==> src/hdl/pmsi_pkg.sv <==
/*
 * pmsi_pkg: constants for the power management control/status word and
 * the slot identification capability of a bridge configuration space.
 * Assumes dword-addressed configuration accesses with byte enables.
 */
package pmsi_pkg;
    // --------------------------------------------------------------
    // register offsets (byte addresses of dwords)
    // --------------------------------------------------------------
    localparam logic [7:0] PMSI_OFF_PM_CSR = 8'h94;
    localparam logic [7:0] PMSI_OFF_SLOT_ID = 8'ha0;
    localparam logic [7:0] PMSI_OFF_PM_CAP = 8'h90;
    localparam logic [7:0] PMSI_OFF_SSID = 8'ha8;
    // --------------------------------------------------------------
    // field positions
    // --------------------------------------------------------------
    localparam int PMSI_PS_LO = 0;
    localparam int PMSI_PME_EN_BIT = 8;
    localparam int PMSI_PME_ST_BIT = 15;
    localparam int PMSI_SEC_PD_SUP_BIT = 22;
    localparam int PMSI_BPCC_BIT = 23;
    localparam int PMSI_SLOT_LO = 16;
    localparam int PMSI_FIC_BIT = 21;
    localparam int PMSI_CHASSIS_LO = 24;
    localparam int PMSI_CAP_ID_LO = 0;
    localparam int PMSI_NEXT_LO = 8;
    localparam int PMSI_PME_SUP_LO = 27;
    // --------------------------------------------------------------
    // codes and reset values
    // --------------------------------------------------------------
    localparam logic [1:0] PMSI_PS_FULL_ON = 2'h0;
    localparam logic [1:0] PMSI_PS_DEEP_OFF = 2'h3;
    localparam logic [1:0] PMSI_PS_RESET = 2'h0;
    localparam logic [7:0] PMSI_SLOT_CAP_ID = 8'h04;
    localparam logic [7:0] PMSI_SLOT_NEXT = 8'hb0;
    localparam logic [4:0] PMSI_PME_SUPPORT = 5'h19;
    localparam logic [4:0] PMSI_SLOT_RESET = 5'h00;
    localparam logic [7:0] PMSI_CHASSIS_RESET = 8'h00;
    // internal reset pulse length in clocks after leaving deep-off
    localparam logic [3:0] PMSI_DEV_RST_CYCLES = 4'h8;
endpackage

==> src/hdl/pmsi_regs.sv <==
/*
 * pmsi_regs: power management control/status and slot identification
 * configuration registers.
 * Assumes a single-cycle configuration port (address, byte enables,
 * read and write strobes) synchronous to MCLK, and a sticky reset
 * (AUX_RST) that only power-on asserts.
 */
`timescale 1ns/10ps
module pmsi_regs
    import pmsi_pkg::*;
(
    input wire logic MCLK,
    input wire logic RST,
    input wire logic AUX_RST,
    input wire logic [7:0] CFG_ADDR,
    input wire logic [3:0] CFG_BE,
    input wire logic CFG_WR,
    input wire logic CFG_RD,
    input wire logic [31:0] CFG_WDATA,
    output logic [31:0] CFG_RDATA,
    output logic CFG_RVALID,
    input wire logic EE_LOADED,
    input wire logic EE_SLOT_ID_EN,
    input wire logic WAKE_EVENT,
    output logic WAKE_EVENT_OUT_N,
    output logic DEV_RESET,
    output logic [1:0] POWER_STATE,
    output logic SLOT_ID_PRESENT
);
    import pmsi_pkg::*;

    // --------------------------------------------------------------
    // state
    // --------------------------------------------------------------
    logic [1:0] ps_reg, ps_next;
    logic [3:0] drst_cnt_reg, drst_cnt_next;
    logic dev_rst_reg, dev_rst_next;
    logic pme_en_reg, pme_en_next;
    logic pme_st_reg, pme_st_next;
    logic wake_n_reg, wake_n_next;
    logic si_en_reg, si_en_next;
    logic [4:0] slot_reg, slot_next;
    logic fic_reg, fic_next;
    logic [7:0] chassis_reg, chassis_next;
    logic [31:0] rdata_reg, rdata_next;
    logic rvalid_reg, rvalid_next;

    // --------------------------------------------------------------
    // decoded strobes and read words
    // --------------------------------------------------------------
    logic hit_pm, hit_si, hit_cap;
    logic wr_ps_lane, wr_wake_lane;
    logic wr_slot_lane, wr_chassis_lane;
    logic [1:0] wr_ps;
    logic ps_code_ok, leave_off;
    logic pm_clear_st;
    logic [31:0] pm_word, si_word, cap_word;

    // --------------------------------------------------------------
    // decode
    // --------------------------------------------------------------
    // the slot id dword only answers once the EEPROM has switched it on,
    // so a hidden structure neither reads back nor takes writes
    always_comb begin
        hit_pm = 1'b0;
        hit_si = 1'b0;
        hit_cap = 1'b0;
        if (CFG_ADDR == PMSI_OFF_PM_CSR) begin
            hit_pm = 1'b1;
        end else if (CFG_ADDR == PMSI_OFF_SLOT_ID) begin
            hit_si = si_en_reg;
        end else if (CFG_ADDR == PMSI_OFF_PM_CAP) begin
            hit_cap = 1'b1;
        end
        wr_ps_lane = CFG_WR && hit_pm && CFG_BE[0];
        wr_wake_lane = CFG_WR && hit_pm && CFG_BE[1];
        wr_slot_lane = CFG_WR && hit_si && CFG_BE[2];
        wr_chassis_lane = CFG_WR && hit_si && CFG_BE[3];
        wr_ps = CFG_WDATA[PMSI_PS_LO +: 2];
        pm_clear_st = wr_wake_lane && CFG_WDATA[PMSI_PME_ST_BIT];
    end

    // --------------------------------------------------------------
    // power state
    // --------------------------------------------------------------
    always_comb begin
        ps_next = ps_reg;
        // intermediate states are not built: keep the old code
        ps_code_ok = wr_ps == PMSI_PS_FULL_ON ||
            wr_ps == PMSI_PS_DEEP_OFF;
        leave_off = 1'b0;
        if (wr_ps_lane && ps_code_ok) begin
            ps_next = wr_ps;
            // a deep-off to full-on move restarts the internal reset below
            leave_off = ps_reg == PMSI_PS_DEEP_OFF &&
                wr_ps == PMSI_PS_FULL_ON;
        end
    end

    always_ff @(posedge MCLK) begin
        if (RST) begin
            ps_reg <= PMSI_PS_RESET;
        end else begin
            ps_reg <= ps_next;
        end
    end

    // --------------------------------------------------------------
    // internal device reset
    // --------------------------------------------------------------
    // the pulse is counted here and registered so that the reset line
    // leaving the block cannot glitch; the bus reset pin is not touched
    always_comb begin
        drst_cnt_next = drst_cnt_reg;
        if (leave_off) begin
            drst_cnt_next = PMSI_DEV_RST_CYCLES;
        end else if (drst_cnt_reg != 4'h0) begin
            drst_cnt_next = drst_cnt_reg - 4'h1;
        end
        dev_rst_next = drst_cnt_next != 4'h0;
    end

    always_ff @(posedge MCLK) begin
        if (RST) begin
            drst_cnt_reg <= 4'h0;
            dev_rst_reg <= 1'b0;
        end else begin
            drst_cnt_reg <= drst_cnt_next;
            dev_rst_reg <= dev_rst_next;
        end
    end

    // --------------------------------------------------------------
    // wake enable (sticky: of the two resets only AUX_RST clears it)
    // --------------------------------------------------------------
    // software may arm the output while a status is already pending;
    // the output then falls on the next edge
    always_comb begin
        pme_en_next = pme_en_reg;
        if (wr_wake_lane) begin
            pme_en_next = CFG_WDATA[PMSI_PME_EN_BIT];
        end
    end

    always_ff @(posedge MCLK) begin
        if (AUX_RST) begin
            pme_en_reg <= 1'b0;
        end else begin
            pme_en_reg <= pme_en_next;
        end
    end

    // --------------------------------------------------------------
    // wake status and wake output (sticky as well)
    // --------------------------------------------------------------
    always_comb begin
        pme_st_next = pme_st_reg;
        if (pm_clear_st) begin
            pme_st_next = 1'b0;
        end
        // a new event wins over a clear in the same cycle, so no event
        // is lost between software reading and clearing the bit
        if (WAKE_EVENT) begin
            pme_st_next = 1'b1;
        end
        // wake allowed in every implemented state (full-on, deep-off)
        wake_n_next = ~(pme_en_next && pme_st_next);
    end

    always_ff @(posedge MCLK) begin
        if (AUX_RST) begin
            pme_st_reg <= 1'b0;
            wake_n_reg <= 1'b1;
        end else begin
            pme_st_reg <= pme_st_next;
            wake_n_reg <= wake_n_next;
        end
    end

    // --------------------------------------------------------------
    // slot identification enable
    // --------------------------------------------------------------
    // the enable follows the EEPROM whenever its image is valid, so a
    // reload can hide the structure again
    always_comb begin
        si_en_next = si_en_reg;
        if (EE_LOADED) begin
            si_en_next = EE_SLOT_ID_EN;
        end
    end

    always_ff @(posedge MCLK) begin
        if (RST) begin
            si_en_reg <= 1'b0;
        end else begin
            si_en_reg <= si_en_next;
        end
    end

    // --------------------------------------------------------------
    // slot number, first-in-chassis and chassis number
    // --------------------------------------------------------------
    // writes land only while the structure is visible
    always_comb begin
        slot_next = slot_reg;
        fic_next = fic_reg;
        chassis_next = chassis_reg;
        if (wr_slot_lane) begin
            slot_next = CFG_WDATA[PMSI_SLOT_LO +: 5];
            fic_next = CFG_WDATA[PMSI_FIC_BIT];
        end
        if (wr_chassis_lane) begin
            chassis_next = CFG_WDATA[PMSI_CHASSIS_LO +: 8];
        end
    end

    always_ff @(posedge MCLK) begin
        if (RST) begin
            slot_reg <= PMSI_SLOT_RESET;
            fic_reg <= 1'b0;
            chassis_reg <= PMSI_CHASSIS_RESET;
        end else begin
            slot_reg <= slot_next;
            fic_reg <= fic_next;
            chassis_reg <= chassis_next;
        end
    end

    // --------------------------------------------------------------
    // read words
    // --------------------------------------------------------------
    // unimplemented fields are never filled in, so they read zero and
    // no write can reach them
    always_comb begin
        pm_word = 32'h0000_0000;
        pm_word[PMSI_PS_LO +: 2] = ps_reg;
        pm_word[PMSI_PME_EN_BIT] = pme_en_reg;
        pm_word[PMSI_PME_ST_BIT] = pme_st_reg;
        pm_word[PMSI_SEC_PD_SUP_BIT] = 1'b0;
        pm_word[PMSI_BPCC_BIT] = 1'b0;
        si_word = 32'h0000_0000;
        si_word[PMSI_CAP_ID_LO +: 8] = PMSI_SLOT_CAP_ID;
        si_word[PMSI_NEXT_LO +: 8] = PMSI_SLOT_NEXT;
        si_word[PMSI_SLOT_LO +: 5] = slot_reg;
        si_word[PMSI_FIC_BIT] = fic_reg;
        si_word[PMSI_CHASSIS_LO +: 8] = chassis_reg;
        cap_word = 32'h0000_0000;
        // only the wake support field of that dword is owned here
        cap_word[PMSI_PME_SUP_LO +: 5] = PMSI_PME_SUPPORT;
    end

    // --------------------------------------------------------------
    // read path
    // --------------------------------------------------------------
    // read data is zero whenever no read is answered, so a stale word
    // never lingers on the return lines
    always_comb begin
        rdata_next = 32'h0000_0000;
        rvalid_next = CFG_RD;
        if (CFG_RD) begin
            if (hit_pm) begin
                rdata_next = pm_word;
            end else if (hit_si) begin
                rdata_next = si_word;
            end else if (hit_cap) begin
                rdata_next = cap_word;
            end
        end
    end

    always_ff @(posedge MCLK) begin
        if (RST) begin
            rdata_reg <= 32'h0000_0000;
            rvalid_reg <= 1'b0;
        end else begin
            rdata_reg <= rdata_next;
            rvalid_reg <= rvalid_next;
        end
    end

    // --------------------------------------------------------------
    // outputs
    // --------------------------------------------------------------
    assign CFG_RDATA = rdata_reg;
    assign CFG_RVALID = rvalid_reg;
    assign WAKE_EVENT_OUT_N = wake_n_reg;
    assign DEV_RESET = dev_rst_reg;
    assign POWER_STATE = ps_reg;
    assign SLOT_ID_PRESENT = si_en_reg;
endmodule

==> config.mk <==
export PLATFORM = sky130hd
export DESIGN_NAME = pmsi_regs
export DESIGN_NICKNAME = d
export VERILOG_FILES = /design/src/hdl/pmsi_pkg.sv /design/src/hdl/pmsi_regs.sv
export SDC_FILE = /design/constraint.sdc
export NUM_CORES = 1
export LEC_CHECK = 0
export ABC_AREA = 1
export BUFFER_PORTS_ARGS = -buffer_cell sky130_fd_sc_hd__buf_2
export CORE_MARGIN = 8
export CORE_UTILIZATION = 45
export CTS_CLUSTER_DIAMETER = 40
export DETAILED_ROUTE_END_ITERATION = 12
export HOLD_SLACK_MARGIN = 0.06
export PLACE_DENSITY = 0.79
export SLEW_MARGIN = 20
export SYNTH_ARGS = -nofsm -noshare
export SYNTH_HDL_FRONTEND = slang
export SYNTH_SLANG_ARGS = --single-unit
==> constraint.sdc <==
create_clock -name MCLK -period 1.5 [get_ports MCLK]
set_input_delay 0.3 -clock MCLK [delete_from_list [all_inputs] [get_ports MCLK]]
set_output_delay 0.3 -clock MCLK [all_outputs]
set_load 0.03 [all_outputs]
# After elaboration in Yosys (flattened, before gate mapping)
# Index checks and enable logic that the tools add are counted.
dict set report totals {
  input_bits 52
  word_cells 54
  ff_bits 58
  out_inout_bits 38
}
dict set report classes {
  n_eq_ne 5
  reduce_logical 17
  add_sub_neg 1
  mux 15
  bitwise 2
}
# op n
set ops {}
lappend ops {{$mux W32} 2}
lappend ops {{$eq A8 B8 Y1 const B} 3}
lappend ops {{$mux W16} 1}
lappend ops {{$logic_and A1 B1 Y1} 10}
lappend ops {{$mux W1} 10}
lappend ops {{$mux W4} 2}
lappend ops {{$reduce_bool A4 Y1} 2}
lappend ops {{$eq A2 B2 Y1 const B} 2}
lappend ops {{$reduce_or A4 Y1} 1}
lappend ops {{$sub A4 B1 Y4 const B} 1}
lappend ops {{$reduce_or A3 Y1} 1}
lappend ops {{$logic_not A2 Y1} 1}
lappend ops {{$not A1 Y1} 2}
lappend ops {{$reduce_or A2 Y1} 1}
lappend ops {{$logic_or A1 B1 Y1} 1}

# Longest topological paths before layout
# Gate-level depths: netlist of run 1.
dict set report logic_depth {
  depth_word 9
  depth_mapped 10
  mapped_depth_nobuf 10
}

# Least setup slack after synthesis of run 1
# Ideal clock, no wire load.
dict set report synth_path {
  kind {register to register}
  startpoint {register si_en_reg, in the netlist SLOT_ID_PRESENT}
  endpoint {register fic_reg}
  t_arrival_ns 1.246
  setup_ns 0.113
  required_time_ns 1.387
  path_buffers 1
  path_stages_with_launch 7
  setup_slack_ns 0.141
  synth_period_minus_slack_ns 1.359
  path_cell_list {dfxtp_1 -> nand4_2 -> nor2_4 -> nand3_2 -> buf_2 -> nor2_1 -> nor2_1}
}
dict set report synth_via {
  elab_chain_len 4
}
# element line
set synth_rtl {}
lappend synth_rtl {{start: declaration} pmsi_regs.sv:41} ;# logic si_en_reg, si_en_next;
lappend synth_rtl {{start signal: assignment} pmsi_regs.sv:196} ;# si_en_reg <= si_en_next;
lappend synth_rtl {{$mux W1} pmsi_regs.sv:70} ;# end else if (CFG_ADDR == PMSI_OFF_SLOT_ID) begin
lappend synth_rtl {{$mux W1} pmsi_regs.sv:68} ;# if (CFG_ADDR == PMSI_OFF_PM_CSR) begin
lappend synth_rtl {{$logic_and A1 B1 Y1 (2 in a row)} pmsi_regs.sv:77} ;# wr_slot_lane = CFG_WR && hit_si && CFG_BE[2];
lappend synth_rtl {{end signal: assignment} pmsi_regs.sv:224} ;# fic_reg <= fic_next;
lappend synth_rtl {{end: declaration} pmsi_regs.sv:43} ;# logic fic_reg, fic_next;
# No other way between the ends.
# A chain may end at the register's enable or synchronous reset.

# Worst setup path after layout of run 1
dict set report layout_path {
  startpoint {register drst_cnt_reg[0]}
  endpoint {register dev_rst_reg, in the netlist DEV_RESET}
}
dict set report layout_via {
  elab_chain_len 4
  word_cells_on_any_way 5
  classes_between {add/sub (1); mux (2); reduce/logical (2)}
}
# element line
set layout_rtl {}
lappend layout_rtl {{start: declaration} pmsi_regs.sv:36} ;# logic [3:0] drst_cnt_reg, drst_cnt_next;
lappend layout_rtl {{start signal: assignment} pmsi_regs.sv:128} ;# drst_cnt_reg <= drst_cnt_next;
lappend layout_rtl {{$sub A4 B1 Y4 or $reduce_bool A4 Y1 (tied branches)} {pmsi_regs.sv:118, pmsi_regs.sv:117}}
lappend layout_rtl {{$mux W4 *} pmsi_regs.sv:117} ;# end else if (drst_cnt_reg != 4'h0) begin
lappend layout_rtl {{$mux W4 *} pmsi_regs.sv:115} ;# if (leave_off) begin
lappend layout_rtl {{$reduce_bool A4 Y1 *} pmsi_regs.sv:120} ;# dev_rst_next = drst_cnt_next != 4'h0;
lappend layout_rtl {{end signal: assignment} pmsi_regs.sv:129} ;# dev_rst_reg <= dev_rst_next;
lappend layout_rtl {{end: declaration} pmsi_regs.sv:37} ;# logic dev_rst_reg, dev_rst_next;
# Mark *: on every way between the ends. The rest lies on a longest branch, timed or not.

==> results of run 1 <==
path summary, 6_finish.rpt:
kind                                      start      endpoint  slack [ps]  depth (start not counted)
worst max-delay path            drst_cnt_reg[0]     DEV_RESET         150                          9
worst min-delay path                    AUX_RST    pme_st_reg         170                          2
worst max register to register  drst_cnt_reg[0]     DEV_RESET         150                          9
worst min register to register       pme_en_reg  CFG_RDATA[8]         430                          2
kinds of logic (layout without fill, tap and decap cells):
family / count (synthesis) / in the layout / synth area share, %
buffers and inverters: 54 / 113 / 14.7
AOI/OAI and AO/OA: 17 / 17 / 4.75
adders and majority gates: 2 / 2 / 1.40
and+or+nand+nor: 121 / 121 / 28.7
DFF: 45 / 45 / 50.3
other: 1 / 11 / 0.209
routing by layer:
layer  track usage [%]  part of all wire (%)
met1              14.6                    45
met2              20.8                    48
met3              5.30                   6.5
met4              3.89                   1.2
met5                 0                     0
layout make-up:
| class | count | area [sq um] |
|---|---|---|
| multi-input cells | 151 | 668 |
| fillers | 403 | 1680 |
| clock buffers | 6 | 72.6 |
| repair buffers | 68 | 350 |
| flip-flops and latches | 45 | 901 |
| clock inverters | 2 | 38.8 |
| well taps | 50 | 62.6 |
| inverters | 37 | 139 |
stage by stage:
step	cell area, sq um	setup TNS (ps)	power, mW
4_1_cts	2230	0	2.80
2_1_floorplan	1830	0	1.77
5_1_grt	2230	-11.3	2.95
6_report	2230	0	2.78
3_5_place_dp	2120	0	1.90
3_3_place_gp	2120	0	1.87
cell usage in the layout, fill, tap and decap left out:
master and count:
bufinv_16 1, nand4_1 4, buf_4 4, clkbuf_8 5, nor3_1 1, clkbuf_1 1, nand2_1 49, nor2_2 3
nand4_2 1, nand3_4 1, nand3_1 6, clkinv_1 1, nor2_4 1, inv_1 36, ha_1 2, dfxtp_1 45
nor2_1 54, buf_2 64, clkinv_4 1, nand3_2 1, conb_1 11, o21ai_1 1, o21ai_0 6, a21oi_1 10
where the power goes:
| group | internal [mW] | total, mW | leakage, nW | switching (mW) |
|---|---|---|---|---|
| logic | 0.213 | 0.578 | 0.774 | 0.364 |
| clock network | 0.500 | 0.898 | 0.0554 | 0.398 |
| registers | 1.26 | 1.31 | 0.364 | 0.0448 |
| total | 1.97 | 2.78 | 1.19 | 0.807 |
worst max-delay path, cell delays in order (launching register included):
cell     delay [ps]
dfxtp_1         330
inv_1            80
ha_1            190
inv_1            70
nor2_2          150
o21ai_0          90
o21ai_0         110
nand4_1         110
nand2_1          70
inv_1            30
==> impl_metrics.json, run 1 <==
{
  "grt_usage_pct": 12.7,
  "globalRouteOverflowTotal": 0,
  "syn_avg_cell_area_sq_um": 7.47,
  "drt-vias-per-instance": 4.29,
  "antenna_found_initial": 0,
  "cts_resized": 0,
  "leakage_nw": 1.19,
  "final_core_utilization_pct": 57.0,
  "finalMaxSlewViolations": 0,
  "diodes": 0,
  "numCtsBuffers": 5,
  "start_kind": "register",
  "cts_sinks": 45,
  "dieArea_sq_um": 6260,
  "required_ps": 1690,
  "drc": 0,
  "drtPass1Iterations": 4,
  "synth_top_cell_by_area": "dfxtp_1",
  "dp.cells": 351,
  "grt_pass1_vias": 1534,
  "hold_class": "in2reg",
  "layout-drive-gt1-share_pct": 26.5,
  "place_congestion": 0.763,
  "io_buffer_count": 64,
  "area_growth_pct": 24.6,
  "drv_cap": 0,
  "pre_cts_ws_ps": 12.9,
  "initial_core_util_pct": 45.8,
  "cts_tree": "done",
  "synthCells": 240,
  "ys_seq_area_share_pct": 50.3,
  "setup_violations": 0,
  "worst-path-max-fanout": 4,
  "synth_most_common_cell": "nor2_1",
  "final.setup_skew_ps": 7.33,
  "critPathKind": "reg2reg",
  "grt_pass1_wl_um": 6470,
  "synth_edf_count": 0,
  "hpwl_um": 2990,
  "fin_hold_ws_ps": 169,
  "hold_violations": 0,
  "cp-end-kind": "register",
  "clockRootBuffer": "clkbuf_8",
  "htreeDepth": 2,
  "grt_max_degree": 17,
  "period_minus_slack_ps": 1350,
  "largest_reg_flops": 19,
  "core.rowCount": 23,
  "holdBufCountCts": 0,
  "num_vias": 1540,
  "post-route-period-util_pct": 90.0,
  "arrival_ps": 1540,
  "routedWlPerCell_um": 10.7,
  "fp.dieH_um": 79.1,
  "fmax_mhz": 741,
  "clock_latency_ps": 290,
  "ios": 90,
  "nets": 362,
  "synth_common_cells": "55 x nor2_1, 49 x nand2_1, 45 x dfxtp_1",
  "synth_cell_types": 21,
  "synth-seq-cells": 45,
  "synthFlopType": "dfxtp_1",
  "drtIter0Drc": 85,
  "final_cells": 359,
  "clk_path_buf_depth": 2,
  "power_density_nw_per_um2": 1250,
  "peakVddDrop_mv": 0.804,
  "synth.area.top_cells": "dfxtp_1 50%, nor2_1 12%, nand2_1 10%, inv_1 7.5%, buf_4 5.4%",
  "clk_pin_slew_ps": 80,
  "postCtsSetupBuffers": 0,
  "outcome": "completed",
  "die_w_um": 79.1,
  "core_sq_um": 3910,
  "syn_area_sq_um": 1790,
  "drt.antenna.violating_nets": 0,
  "synthArstFlopShare_pct": 0,
  "yosys.area.top_type_share_pct": 50.3,
  "synth.yosys.warnings": 0,
  "drt_wl_total_um": 3830,
  "setup_ws_ps": 150
}
No activity file was read; power rests on OpenSTA's default activity.
==> run 2: changes to the inputs <==
- CORE_MARGIN: 8 -> 2
==> run 2 against run 1 <==
Against the previous run: sequential cell count is the same; register-to-register slack worse by 20 ps; maximum frequency decreased by 1.1%.
==> impl_metrics.json, run 2 (synthesized netlist as in run 1, its figures left out) <==
{
  "outcome": "completed",
  "critPathKind": "reg2reg",
  "clock_latency_ps": 300,
  "clockRootBuffer": "clkbuf_8",
  "routedWlPerCell_um": 9.74,
  "drt_wl_total_um": 3490,
  "intPower_mw": 2.02,
  "hold_class": "in2reg",
  "core_sq_um": 3740,
  "post-route-period-util_pct": 91.0,
  "cp_cell_sequence": "inv_1 -> ha_1 -> inv_1 -> nor2_2 -> o21ai_0 -> o21ai_1 -> nand4_1 -> nand2_1 -> inv_1",
  "place_congestion": 0.901,
  "layout-drive-gt1-share_pct": 26.8,
  "clk_path_buf_depth": 2,
  "hold_depth": 2,
  "required_ps": 1700,
  "htreeDepth": 2,
  "peakVddDrop_mv": 0.516,
  "worst-path-max-fanout": 4,
  "nets": 363,
  "ff2ff_setup_slack_ps": 130,
  "drtIter0Drc": 64,
  "hpwl_um": 2620,
  "core.rowCount": 22,
  "dp.cells": 350,
  "antenna_found_initial": 0,
  "drtPass1Iterations": 4,
  "final.setup_skew_ps": 4.57,
  "r2r_start": "drst_cnt_reg[0]",
  "grt_max_degree": 17,
  "holdPathEnd": "pme_st_reg",
  "cts_tree": "done",
  "drt-vias-per-instance": 4.35,
  "largest_reg_flops": 19,
  "drv_cap": 0,
  "switching_share_pct": 28.5,
  "grt_usage_pct": 17.4,
  "fmax_mhz": 732,
  "cpLargestDelayFamily": "simple AND/OR/NAND/NOR gates",
  "postCtsSetupBuffers": 0,
  "arrival_ps": 1570,
  "hold_violations": 0,
  "wl_met3_um": 195,
  "diodes": 0,
  "final_cells": 358,
  "wl_met2_um": 1700,
  "fin_area_sq_um": 2240,
  "die_w_um": 67.1,
  "numCtsBuffers": 5,
  "place_area_sq_um": 2120,
  "clk_pin_slew_ps": 80,
  "setup_violations": 0,
  "period_minus_slack_ps": 1370,
  "leakage_nw": 1.20,
  "final_common_cell": "buf_2",
  "area_growth_pct": 25.1,
  "globalRouteOverflowTotal": 0,
  "start_kind": "register",
  "drc": 0,
  "max_stage_delay_ps": 330,
  "grt_pass1_vias": 1414,
  "cp-end-kind": "register",
  "io_buffer_count": 64,
  "topRoutingLayerUsed": "met4",
  "drt.antenna.violating_nets": 0,
  "cts_sinks": 45,
  "worst_path_max_delay_cell": "dfxtp_1",
  "p_seq_share_pct": 46.2,
  "r2r-end": "DEV_RESET",
  "num_vias": 1556,
  "initial_core_util_pct": 47.9,
  "crit_buf_inv": 3,
  "fp.dieH_um": 67.1,
  "wl_met1_um": 1510,
  "p_sw_mw": 0.807,
  "finalMaxSlewViolations": 0,
  "final_cell_mix": "64 x buf_2, 54 x nor2_1, 49 x nand2_1, 45 x dfxtp_1, 36 x inv_1",
  "crit_top_cell": "inv_1",
  "power_density_nw_per_um2": 1260,
  "pwr-share-comb_pct": 20.9,
  "ios": 90,
  "p_clk_share_pct": 32.9,
  "grt_pass1_wl_um": 5790,
  "dieArea_sq_um": 4500,
  "hold_start": "AUX_RST",
  "r2r_cells": 9
}
[run 2: cell count changes in the layout (fill, tap and decap cells not counted), sizes merged]
cell / previous run / this run
clkinv: 2 / 1
clkbuf: 6 / 7
buf: 68 / 69
[run 2: per-layer routing]
layer,track usage [%],vias to the layer above
li1,-,833
met2,29.6,43
met1,19.9,673
met4,8.42,0
met3,5.07,7
met5,0,-
[run 2: cell type report]
| class | instances | area (sq um) |
|---|---|---|
| clock buffer | 7 | 86.3 |
| clock inverter | 1 | 30.0 |
| fill | 380 | 1500 |
| inverter | 37 | 139 |
| multi-input combinational | 151 | 668 |
| sequential | 45 | 901 |
| tap | 48 | 60.1 |
| timing repair buffer | 69 | 358 |
[run 2: repair_timing]
item                       4_1_cts  5_1_grt
setup endpoints to repair        0        1
resized for setup                0        2
hold buffers                     0        0
[run 2: per-stage QoR]
step / worst slack (ps) / util [%] / hold slack, ps / setup TNS (ps) / power (mW)
detailed placement: 19.0 / 56.7 / 427 / 0 / 1.90
global route: -26.9 / 59.9 / 171 / -26.9 / 3.00
finish: 135 / 59.9 / 176 / 0 / 2.83
global placement: 70.4 / 56.7 / 418 / 0 / 1.87
CTS: 95.9 / 59.8 / 168 / 0 / 2.82
floorplan: 141 / - / 369 / 0 / 1.77
[run 2: power groups by stage]
stage / Sequential [mW] / Clock, mW / Combinational, mW
detailed placement: 1.33 / 0 / 0.568
floorplan: 1.36 / 0 / 0.414
global route: 1.32 / 1.00 / 0.676
global placement: 1.33 / 0 / 0.544
CTS: 1.30 / 0.947 / 0.574
finish: 1.31 / 0.929 / 0.591
[run 2: worst register-to-register path, cell delays in order, from the launching register on]
cell	delay (ps)
dfxtp_1	330
inv_1	80
ha_1	190
inv_1	70
nor2_2	160
o21ai_0	100
o21ai_1	140
nand4_1	110
nand2_1	70
inv_1	40
[run 2: worst max-delay path by stage]
stage,slack [ps],startpoint,cells past startpoint,end
floorplan,140,SLOT_ID_PRESENT,6,fic_reg
global placement,70,CFG_ADDR[1],7,slot_reg[3]
detailed placement,20,CFG_ADDR[1],8,DEV_RESET
CTS,100,drst_cnt_reg[0],9,DEV_RESET
global route,-30,drst_cnt_reg[0],9,DEV_RESET
finish,130,drst_cnt_reg[0],9,DEV_RESET
